==> src/rtl/sbl_pkg.sv <==
// Purpose: shared constants and types for the bank command legality block
// Assumes: 100 MHz system clock, four banks
// Notes: wait counts are derived from times in ns, rounded up
package sbl_pkg;
    localparam int CLK_PERIOD_NS = 10;
    localparam int NUM_BANKS = 4;
    localparam int CNT_W = 8;
    // least times in ns, turned into whole cycles (rounded up, min 1)
    localparam int PRECHARGE_WAIT_NS = 30;
    localparam int ACT_TO_ACCESS_WAIT_NS = 30;
    localparam int REFRESH_CYCLE_WAIT_NS = 60;
    localparam int MODE_LOAD_WAIT_NS = 20;
    localparam int SELF_REF_EXIT_WAIT_NS = 80;
    localparam int PRECHARGE_WAIT_CYC =
        (PRECHARGE_WAIT_NS + CLK_PERIOD_NS - 1) / CLK_PERIOD_NS;
    localparam int ACT_TO_ACCESS_WAIT_CYC =
        (ACT_TO_ACCESS_WAIT_NS + CLK_PERIOD_NS - 1) / CLK_PERIOD_NS;
    localparam int REFRESH_CYCLE_WAIT_CYC =
        (REFRESH_CYCLE_WAIT_NS + CLK_PERIOD_NS - 1) / CLK_PERIOD_NS;
    localparam int MODE_LOAD_WAIT_CYC =
        (MODE_LOAD_WAIT_NS + CLK_PERIOD_NS - 1) / CLK_PERIOD_NS;
    localparam int SELF_REF_EXIT_WAIT_CYC =
        (SELF_REF_EXIT_WAIT_NS + CLK_PERIOD_NS - 1) / CLK_PERIOD_NS;
    // address bit that asks for auto precharge / all banks
    localparam int AP_BIT = 10;
    localparam int ADDR_W = 13;

    // decoded command (row, column, write strobes with select low)
    typedef enum logic [3:0] {
        SBL_CMD_NOP   = 4'h0,
        SBL_CMD_ACT   = 4'h1,
        SBL_CMD_REF   = 4'h2,
        SBL_CMD_LMR   = 4'h3,
        SBL_CMD_PRE   = 4'h4,
        SBL_CMD_READ  = 4'h5,
        SBL_CMD_WRITE = 4'h6,
        SBL_CMD_BST   = 4'h7
    } sbl_cmd_t;

    // per-bank state, one-hot
    typedef enum logic [7:0] {
        SBL_IDLE  = 8'h01,
        SBL_ACTV  = 8'h02,
        SBL_ROWA  = 8'h04,
        SBL_RD    = 8'h08,
        SBL_WR    = 8'h10,
        SBL_RDAP  = 8'h20,
        SBL_WRAP  = 8'h40,
        SBL_PRECH = 8'h80
    } sbl_bank_st_t;

    // device-wide state, one-hot
    typedef enum logic [3:0] {
        SBL_G_RUN  = 4'h1,
        SBL_G_REF  = 4'h2,
        SBL_G_MODE = 4'h4,
        SBL_G_XSR  = 4'h8
    } sbl_glob_st_t;

    // command bus as seen on the pins
    typedef struct packed {
        logic cs_n;
        logic ras_n;
        logic cas_n;
        logic we_n;
        logic [1:0] bank;
        logic [ADDR_W-1:0] addr;
    } sbl_cmd_bus_t;

    // wait times in cycles, one set shared by all banks and the device-wide state
    typedef struct packed {
        logic [CNT_W-1:0] precharge_wait;
        logic [CNT_W-1:0] activate_to_access_wait;
        logic [CNT_W-1:0] refresh_cycle_wait;
        logic [CNT_W-1:0] mode_load_wait;
        logic [CNT_W-1:0] self_refresh_exit_wait;
    } sbl_timing_t;
endpackage

==> src/rtl/sbl_bank_legality.sv <==
// Purpose: per-bank command decode and state tracking for a 4-bank DRAM
// Assumes: command pins synchronous to I_SYS_CLK, wait counts >= 1
// Notes: illegal commands from the controller are ignored, not flagged
module sbl_bank_legality
    import sbl_pkg::*;
#(
    parameter int BURST_LEN = 4
) (
    // clock and reset
    input wire logic I_SYS_CLK,
    input wire logic I_RSTN,
    // command bus from the memory controller
    input wire logic I_CKE,
    input wire sbl_cmd_bus_t I_CMD,
    input wire logic I_SELF_REF_EXIT,
    input wire sbl_timing_t I_TIMING,
    // state view
    output logic [NUM_BANKS*8-1:0] O_BANK_STATE,
    output logic O_ALL_IDLE,
    output logic O_BUSY,
    output logic O_CMD_TAKEN,
    output logic [3:0] O_CMD_CODE
);
    logic cke_reg;
    logic cke_next;
    logic cmd_ok;
    sbl_cmd_t cmd;
    logic ap;
    sbl_glob_st_t g_reg;
    sbl_glob_st_t g_next;
    logic [CNT_W-1:0] gcnt_reg;
    logic [CNT_W-1:0] gcnt_next;
    logic [1:0] last_bank_reg;
    logic [1:0] last_bank_next;
    logic last_valid_reg;
    logic last_valid_next;
    logic taken_reg;
    logic taken_next;
    sbl_cmd_t code_reg;
    sbl_cmd_t code_next;
    sbl_bank_st_t st_reg [NUM_BANKS];
    sbl_bank_st_t st_next [NUM_BANKS];
    logic [CNT_W-1:0] cnt_reg [NUM_BANKS];
    logic [CNT_W-1:0] cnt_next [NUM_BANKS];
    logic [NUM_BANKS-1:0] idle_vec;
    logic burst_start;

    assign ap = I_CMD.addr[AP_BIT];

    // strobe decode; deselect reads as no-operation
    always_comb begin
        cmd = SBL_CMD_NOP;
        if (!I_CMD.cs_n) begin
            unique case ({I_CMD.ras_n, I_CMD.cas_n, I_CMD.we_n})
                3'h3: cmd = SBL_CMD_ACT;
                3'h1: cmd = SBL_CMD_REF;
                3'h0: cmd = SBL_CMD_LMR;
                3'h2: cmd = SBL_CMD_PRE;
                3'h5: cmd = SBL_CMD_READ;
                3'h4: cmd = SBL_CMD_WRITE;
                3'h6: cmd = SBL_CMD_BST;
                3'h7: cmd = SBL_CMD_NOP;
            endcase
        end
    end

    // commands count only with clock enable high on both edges
    // and outside refresh, mode load and self-refresh exit
    assign cmd_ok = cke_reg && I_CKE && (g_reg == SBL_G_RUN);
    assign burst_start = cmd_ok &&
        (cmd == SBL_CMD_READ || cmd == SBL_CMD_WRITE) &&
        (st_reg[I_CMD.bank] == SBL_ROWA || st_reg[I_CMD.bank] == SBL_RD ||
         st_reg[I_CMD.bank] == SBL_WR);

    // device-wide state and last burst tracking
    always_comb begin
        cke_next = I_CKE;
        g_next = g_reg;
        gcnt_next = gcnt_reg;
        last_bank_next = last_bank_reg;
        last_valid_next = last_valid_reg;
        taken_next = 1'b0;
        code_next = SBL_CMD_NOP;
        if (cmd_ok && cmd != SBL_CMD_NOP) begin
            taken_next = 1'b1;
            code_next = cmd;
        end
        unique case (g_reg)
            SBL_G_RUN: begin
                if (I_SELF_REF_EXIT) begin
                    g_next = SBL_G_XSR;
                    gcnt_next = I_TIMING.self_refresh_exit_wait;
                end else if (cmd_ok && cmd == SBL_CMD_REF &&
                             &idle_vec) begin
                    g_next = SBL_G_REF;
                    gcnt_next = I_TIMING.refresh_cycle_wait;
                end else if (cmd_ok && cmd == SBL_CMD_LMR &&
                             &idle_vec) begin
                    g_next = SBL_G_MODE;
                    gcnt_next = I_TIMING.mode_load_wait;
                end
            end
            SBL_G_REF, SBL_G_MODE, SBL_G_XSR: begin
                // every command ignored until the wait runs out
                if (gcnt_reg <= 8'h01) begin
                    g_next = SBL_G_RUN;
                    gcnt_next = '0;
                end else begin
                    gcnt_next = gcnt_reg - 8'h01;
                end
            end
        endcase
        if (burst_start) begin
            last_bank_next = I_CMD.bank;
            last_valid_next = 1'b1;
        end else if (cmd_ok && cmd == SBL_CMD_BST) begin
            last_valid_next = 1'b0;
        end
    end

    always_ff @(posedge I_SYS_CLK or negedge I_RSTN) begin
        if (!I_RSTN) begin
            cke_reg <= 1'b0;
            g_reg <= SBL_G_RUN;
            gcnt_reg <= '0;
            last_bank_reg <= 2'h0;
            last_valid_reg <= 1'b0;
            taken_reg <= 1'b0;
            code_reg <= SBL_CMD_NOP;
        end else begin
            cke_reg <= cke_next;
            g_reg <= g_next;
            gcnt_reg <= gcnt_next;
            last_bank_reg <= last_bank_next;
            last_valid_reg <= last_valid_next;
            taken_reg <= taken_next;
            code_reg <= code_next;
        end
    end

    // one state machine and wait counter per bank
    for (genvar b = 0; b < NUM_BANKS; b++) begin : g_bank
        logic hit;
        logic pre_hit;
        logic other_burst;
        logic bst_hit;
        logic done;
        assign hit = cmd_ok && (I_CMD.bank == 2'(b));
        assign pre_hit = cmd_ok && cmd == SBL_CMD_PRE &&
            (ap || I_CMD.bank == 2'(b));
        assign other_burst = burst_start && (I_CMD.bank != 2'(b));
        assign bst_hit = cmd_ok && cmd == SBL_CMD_BST && last_valid_reg &&
            last_bank_reg == 2'(b);
        assign done = cnt_reg[b] <= 8'h01;
        assign idle_vec[b] = (st_reg[b] == SBL_IDLE);

        always_comb begin
            st_next[b] = st_reg[b];
            cnt_next[b] = (cnt_reg[b] != '0) ? cnt_reg[b] - 8'h01 : '0;
            unique case (st_reg[b])
                SBL_IDLE: begin
                    // precharge to idle bank is a no-operation
                    if (hit && cmd == SBL_CMD_ACT) begin
                        st_next[b] = SBL_ACTV;
                        cnt_next[b] = I_TIMING.activate_to_access_wait;
                    end
                end
                SBL_ACTV, SBL_PRECH: begin
                    // busy: own counter, other banks unaffected
                    if (done) begin
                        st_next[b] = (st_reg[b] == SBL_ACTV) ?
                            SBL_ROWA : SBL_IDLE;
                    end
                end
                SBL_ROWA, SBL_RD, SBL_WR: begin
                    if (pre_hit) begin
                        st_next[b] = SBL_PRECH;
                        cnt_next[b] = I_TIMING.precharge_wait;
                    end else if (hit && cmd == SBL_CMD_READ) begin
                        st_next[b] = ap ? SBL_RDAP : SBL_RD;
                        cnt_next[b] = 8'(BURST_LEN);
                    end else if (hit && cmd == SBL_CMD_WRITE) begin
                        st_next[b] = ap ? SBL_WRAP : SBL_WR;
                        cnt_next[b] = 8'(BURST_LEN);
                    end else if (st_reg[b] != SBL_ROWA &&
                                 (bst_hit || done ||
                                  other_burst)) begin
                        st_next[b] = SBL_ROWA;
                    end
                end
                SBL_RDAP, SBL_WRAP: begin
                    // burst ends or is cut by another bank
                    if (done || other_burst) begin
                        st_next[b] = SBL_PRECH;
                        cnt_next[b] = I_TIMING.precharge_wait;
                    end
                end
                default: begin
                    st_next[b] = SBL_IDLE;
                end
            endcase
        end

        always_ff @(posedge I_SYS_CLK or negedge I_RSTN) begin
            if (!I_RSTN) begin
                st_reg[b] <= SBL_IDLE;
                cnt_reg[b] <= '0;
            end else begin
                st_reg[b] <= st_next[b];
                cnt_reg[b] <= cnt_next[b];
            end
        end

        assign O_BANK_STATE[b*8 +: 8] = st_reg[b];

    end

    // outputs
    assign O_ALL_IDLE = &idle_vec && g_reg == SBL_G_RUN;
    assign O_BUSY = g_reg != SBL_G_RUN;
    assign O_CMD_TAKEN = taken_reg;
    assign O_CMD_CODE = code_reg;
endmodule // sbl_bank_legality

==> config.mk <==
export PLATFORM = sky130hd
export DESIGN_NAME = sbl_bank_legality
export DESIGN_NICKNAME = d
export VERILOG_FILES = /design/src/rtl/sbl_pkg.sv /design/src/rtl/sbl_bank_legality.sv
export SDC_FILE = /design/constraint.sdc
export NUM_CORES = 1
export LEC_CHECK = 0
export BUFFER_PORTS_ARGS = -buffer_cell sky130_fd_sc_hd__buf_2
export CORE_AREA = 3 3 112 114
export CTS_BUF_LIST = sky130_fd_sc_hd__clkbuf_16
export CTS_CLUSTER_SIZE = 8
export DETAILED_ROUTE_END_ITERATION = 8
export DIE_AREA = 0 0 115 117
export PLACE_DENSITY = 0.81
export SLEW_MARGIN = 20
export SYNTH_ARGS = -nofsm -noshare
export SYNTH_HDL_FRONTEND = slang
export SYNTH_SLANG_ARGS = --single-unit
==> constraint.sdc <==
create_clock -name I_SYS_CLK -period 2.6 [get_ports I_SYS_CLK]
set_clock_uncertainty 0.1 [all_clocks]
set_input_delay 0.26 -clock I_SYS_CLK [delete_from_list [all_inputs] [get_ports I_SYS_CLK]]
set_output_delay 0.26 -clock I_SYS_CLK [all_outputs]
set_load 0.02 [all_outputs]
==> metrics.md <==
| Metric | Value |
|---|---|
| Inst Count DP | 1,044 |
| Flops & latches, synth | 84 |
| CTS tree | built |
| Root buffer selected by CTS | clkbuf_16 |
| Sw Share | 41.78% |
| Core area | 11,520 um^2 |
| Syn-to-layout area delta | 44.85% |
| CP max FO | 2 |
| Worst rel slew slack | 57.94% |
| Sw Pwr | 3.143 mW |
| Main flop type after synthesis | dfrtp_1 |
| Actual slew at the worst max-slew pin | 0.6309 ns |
| First-pass GRT wire length | 34.48 mm |
| Largest net degree at the start of global routing | 44 |
| Die width | 115 um |
| Kind of critical path | reg -> out |
| Crit Reg-Reg Endpoint | gcnt_reg[7] |
| Post-Syn Area | 6012 um^2 |
| Most frequent cells in the layout | 139 x buf_4, 86 x buf_2, 76 x dfrtp_1, 51 x nand2_1, 48 x nor2_1 |
| # fillers | 778 |
| PwrDens | 863.9 nW/um^2 |
| Max-slew violation count | 0 |
| Most common cell after layout, fill and taps aside | buf_4 |
| Clock network power share | 16.5% |
| Total Routing Usage GR | 32.55% |
| Final std cells w/o fill | 1,076 |
| Setup violations, final | 19 |
| Via count | 7,056 |
| RR Startpoint | O_BANK_STATE[0] |
| Worst path cell trace | or3b_4, or4_4, or4_4, nor2_2, buf_6 |
| HPWL after DPL | 16.34 mm |
| Most used cell, CP | or4_4 |
| Vias/cell | 6.558 |
| Synth Instances | 690 |
| Drt first pass iters | 5 |
| # rows | 39 |
| Clk_lat worst skew | 0.35 ns |
| Max_cap viols | 0 |
| Vias in the first global route | 6,873 |
| Failing checks | negative setup slack |
| EDFF count, synth | 0 |
| Die area | 13,460 um^2 |
| Sequential fraction of the synthesis area | 35.07% |
| Initial antenna violation count | 0 |
| DRT antenna net count | 0 |
| R2R setup slack | -0.21 ns |
| Post-synth top area cell | dfrtp_1 |
| Synth Area per Inst | 8.713 um^2 |
| Syn. warnings | 0 |
| Setup_tns | -2.444 ns |
| Clk pin slew, worst setup/hold paths | 0.06 ns |
| Worst slack, placed | -0.1901 ns |
| Slowest CP cell | dfstp_2 |
| WL final | 22.81 mm |
| Fmax | 349.5 MHz |
| Critical Path Start | O_BANK_STATE[0] |
| Hold WC Path Type | in -> reg |
| Worst R2R Path Depth | 8 |
| RSZ-0062 raised after global routing | yes |
| Total Power Consumption | 7.523 mW |
| Iter 0 DRT Violations | 906 |
| # diodes | 0 |
| Synth top area share | 32.88% |
| Share of cells above drive strength 1 | 39.87% |
| Clk sinks | 84 |
| Setup WS post-layout | -0.2613 ns |
| Synth unique cells | 78 |
| Asr flop ratio synth | 100.0% |
| DR WL/cell | 21.20 um |
| GP Congestion | 1.016 |
| End point of the critical path | O_ALL_IDLE |
| CP Data Arrival Time | 2.50 ns |
| Placed cell areas | 7700 um^2 |
| Die Y-Extent | 117 um |
| P_leak | 3.983 nW |
| Final instance area | 8708 um^2 |
| CP required | 2.24 ns |
| Worst vdd ir | 0.0005912 V |
| Critical Path Start Type | flip-flop |
| I/O pin cnt | 102 |
| Tcrit/Tclk final | 110.0% |
| Critical path's largest stage delay | 0.53 ns |
| GRT Residual Overflow | 0 |
| Fin Hold WS | 0.06818 ns |
| Longest Clk Path Bufs | 2 |
| Critical Path End Type | primary output |
| Final Net Count | 1,003 |
| Run status | finished, violations left |
| H-tree levels | 3 |
| Drc violations | 0 |
| Fin util | 75.62% |
| Port-buffer cells | 88 |
| Comb power frac | 56.3% |
| Final Hold Viols | 0 |
| Int Power | 4.380 mW |
| Period minus WS final | 2.861 ns |
| Largest cells by area after synthesis | dfrtp_1 33%, nor3_1 3.4%, a21oi_1 3.3% |
| Num CTS Buffers | 9 |
| Sequential power share | 27.2% |
| Synthesized net count | 765 |
| Initial Util | 52.21% |
[layer usage]
metal / track usage (%) / up-vias / share of wire [%]
li1: - / 3156 / -
met1: 39.67 / 3375 / 38
met2: 54.82 / 418 / 48
met3: 5.656 / 107 / 8.5
met4: 18.08 / 0 / 5.6
met5: 0 / - / 0
[power by group through the flow]
stage	Sequential (mW)	Clock, mW	Combinational [mW]
global route	2.10	1.29	4.59
floorplan	2.01	0	2.26
CTS	2.02	1.25	3.72
finish	2.04	1.24	4.24
global placement	2.01	0	3.29
detailed placement	2.04	0	3.44
[worst min-delay path by stage]
stage                      start          endpoint  cells past startpoint
finish              I_TIMING[33]       cnt_reg[25]                      2
global route        I_TIMING[37]       cnt_reg[29]                      2
CTS                 I_TIMING[37]       cnt_reg[29]                      2
detailed placement        I_RSTN   O_BANK_STATE[2]                      1
global placement          I_RSTN   O_BANK_STATE[2]                      1
floorplan                 I_RSTN  O_BANK_STATE[10]                      0
[final cells by class]
class                           instances  area [um^2]  area share [%]
Multi-Input combinational cell        550         4275           49.09
Sequential cell                        84         2112           24.25
Timing Repair Buffer                  246         1725           19.81
Clock buffer                            9        225.2           2.586
Tap cell                              143        178.9           2.055
Inverter                               37        138.9           1.595
Clock inverter                          7        52.55          0.6034
[cells by family after synthesis]
family	count (synthesis)	share of synthesized area (%)
AND/OR/NAND/NOR	272	24.45
AO/OA/AOI/OAI	222	26.93
flip-flops	84	35.07
buffers and inverters	56	3.579
XOR/XNOR	31	4.516
adder cells (fa/ha/maj)	12	2.497
multiplexers	12	2.893
other	1	0.06238
[worst max-delay path, delay by kind of cell, from the launching register on]
kind	cells	cell delay (ns)
buffers and inverters	1	0.13
DFF	1	0.53
and+or+nand+nor	4	1.50
[cell usage after synthesis, types with 6 or more instances]
master and instances:
dfrtp_1 79, nand2_1 52, nor2_1 49, nor3_1 41, a21oi_1 40, inv_1 36, o21ai_0 35, nor4_1 19
nand3_1 18, o221ai_1 18, clkbuf_1 17, xnor2_1 17, xor2_1 14, a21o_1 13, ha_1 12, o211ai_1 12
nand4_1 11, nor2b_1 11, or4_1 11, and3_1 10, or3_1 10, a22o_1 9, a221o_1 8, and2_1 8
nand2b_1 8, o22ai_1 8, o2bb2ai_1 8, a32oi_1 6
[what timing repair did]
| action | CTS | global route |
|---|---|---|
| hold buffers | 2 | 0 |
| pin swaps | 25 | 42 |
| endpoints found under the hold margin | 40 | 0 |
| setup buffers | 8 | 7 |
| cloned | 0 | 0 |
| gates resized for setup | 51 | 84 |
| setup endpoints to repair | 36 | 75 |
Note: power is estimated with default switching activity, not from simulation.
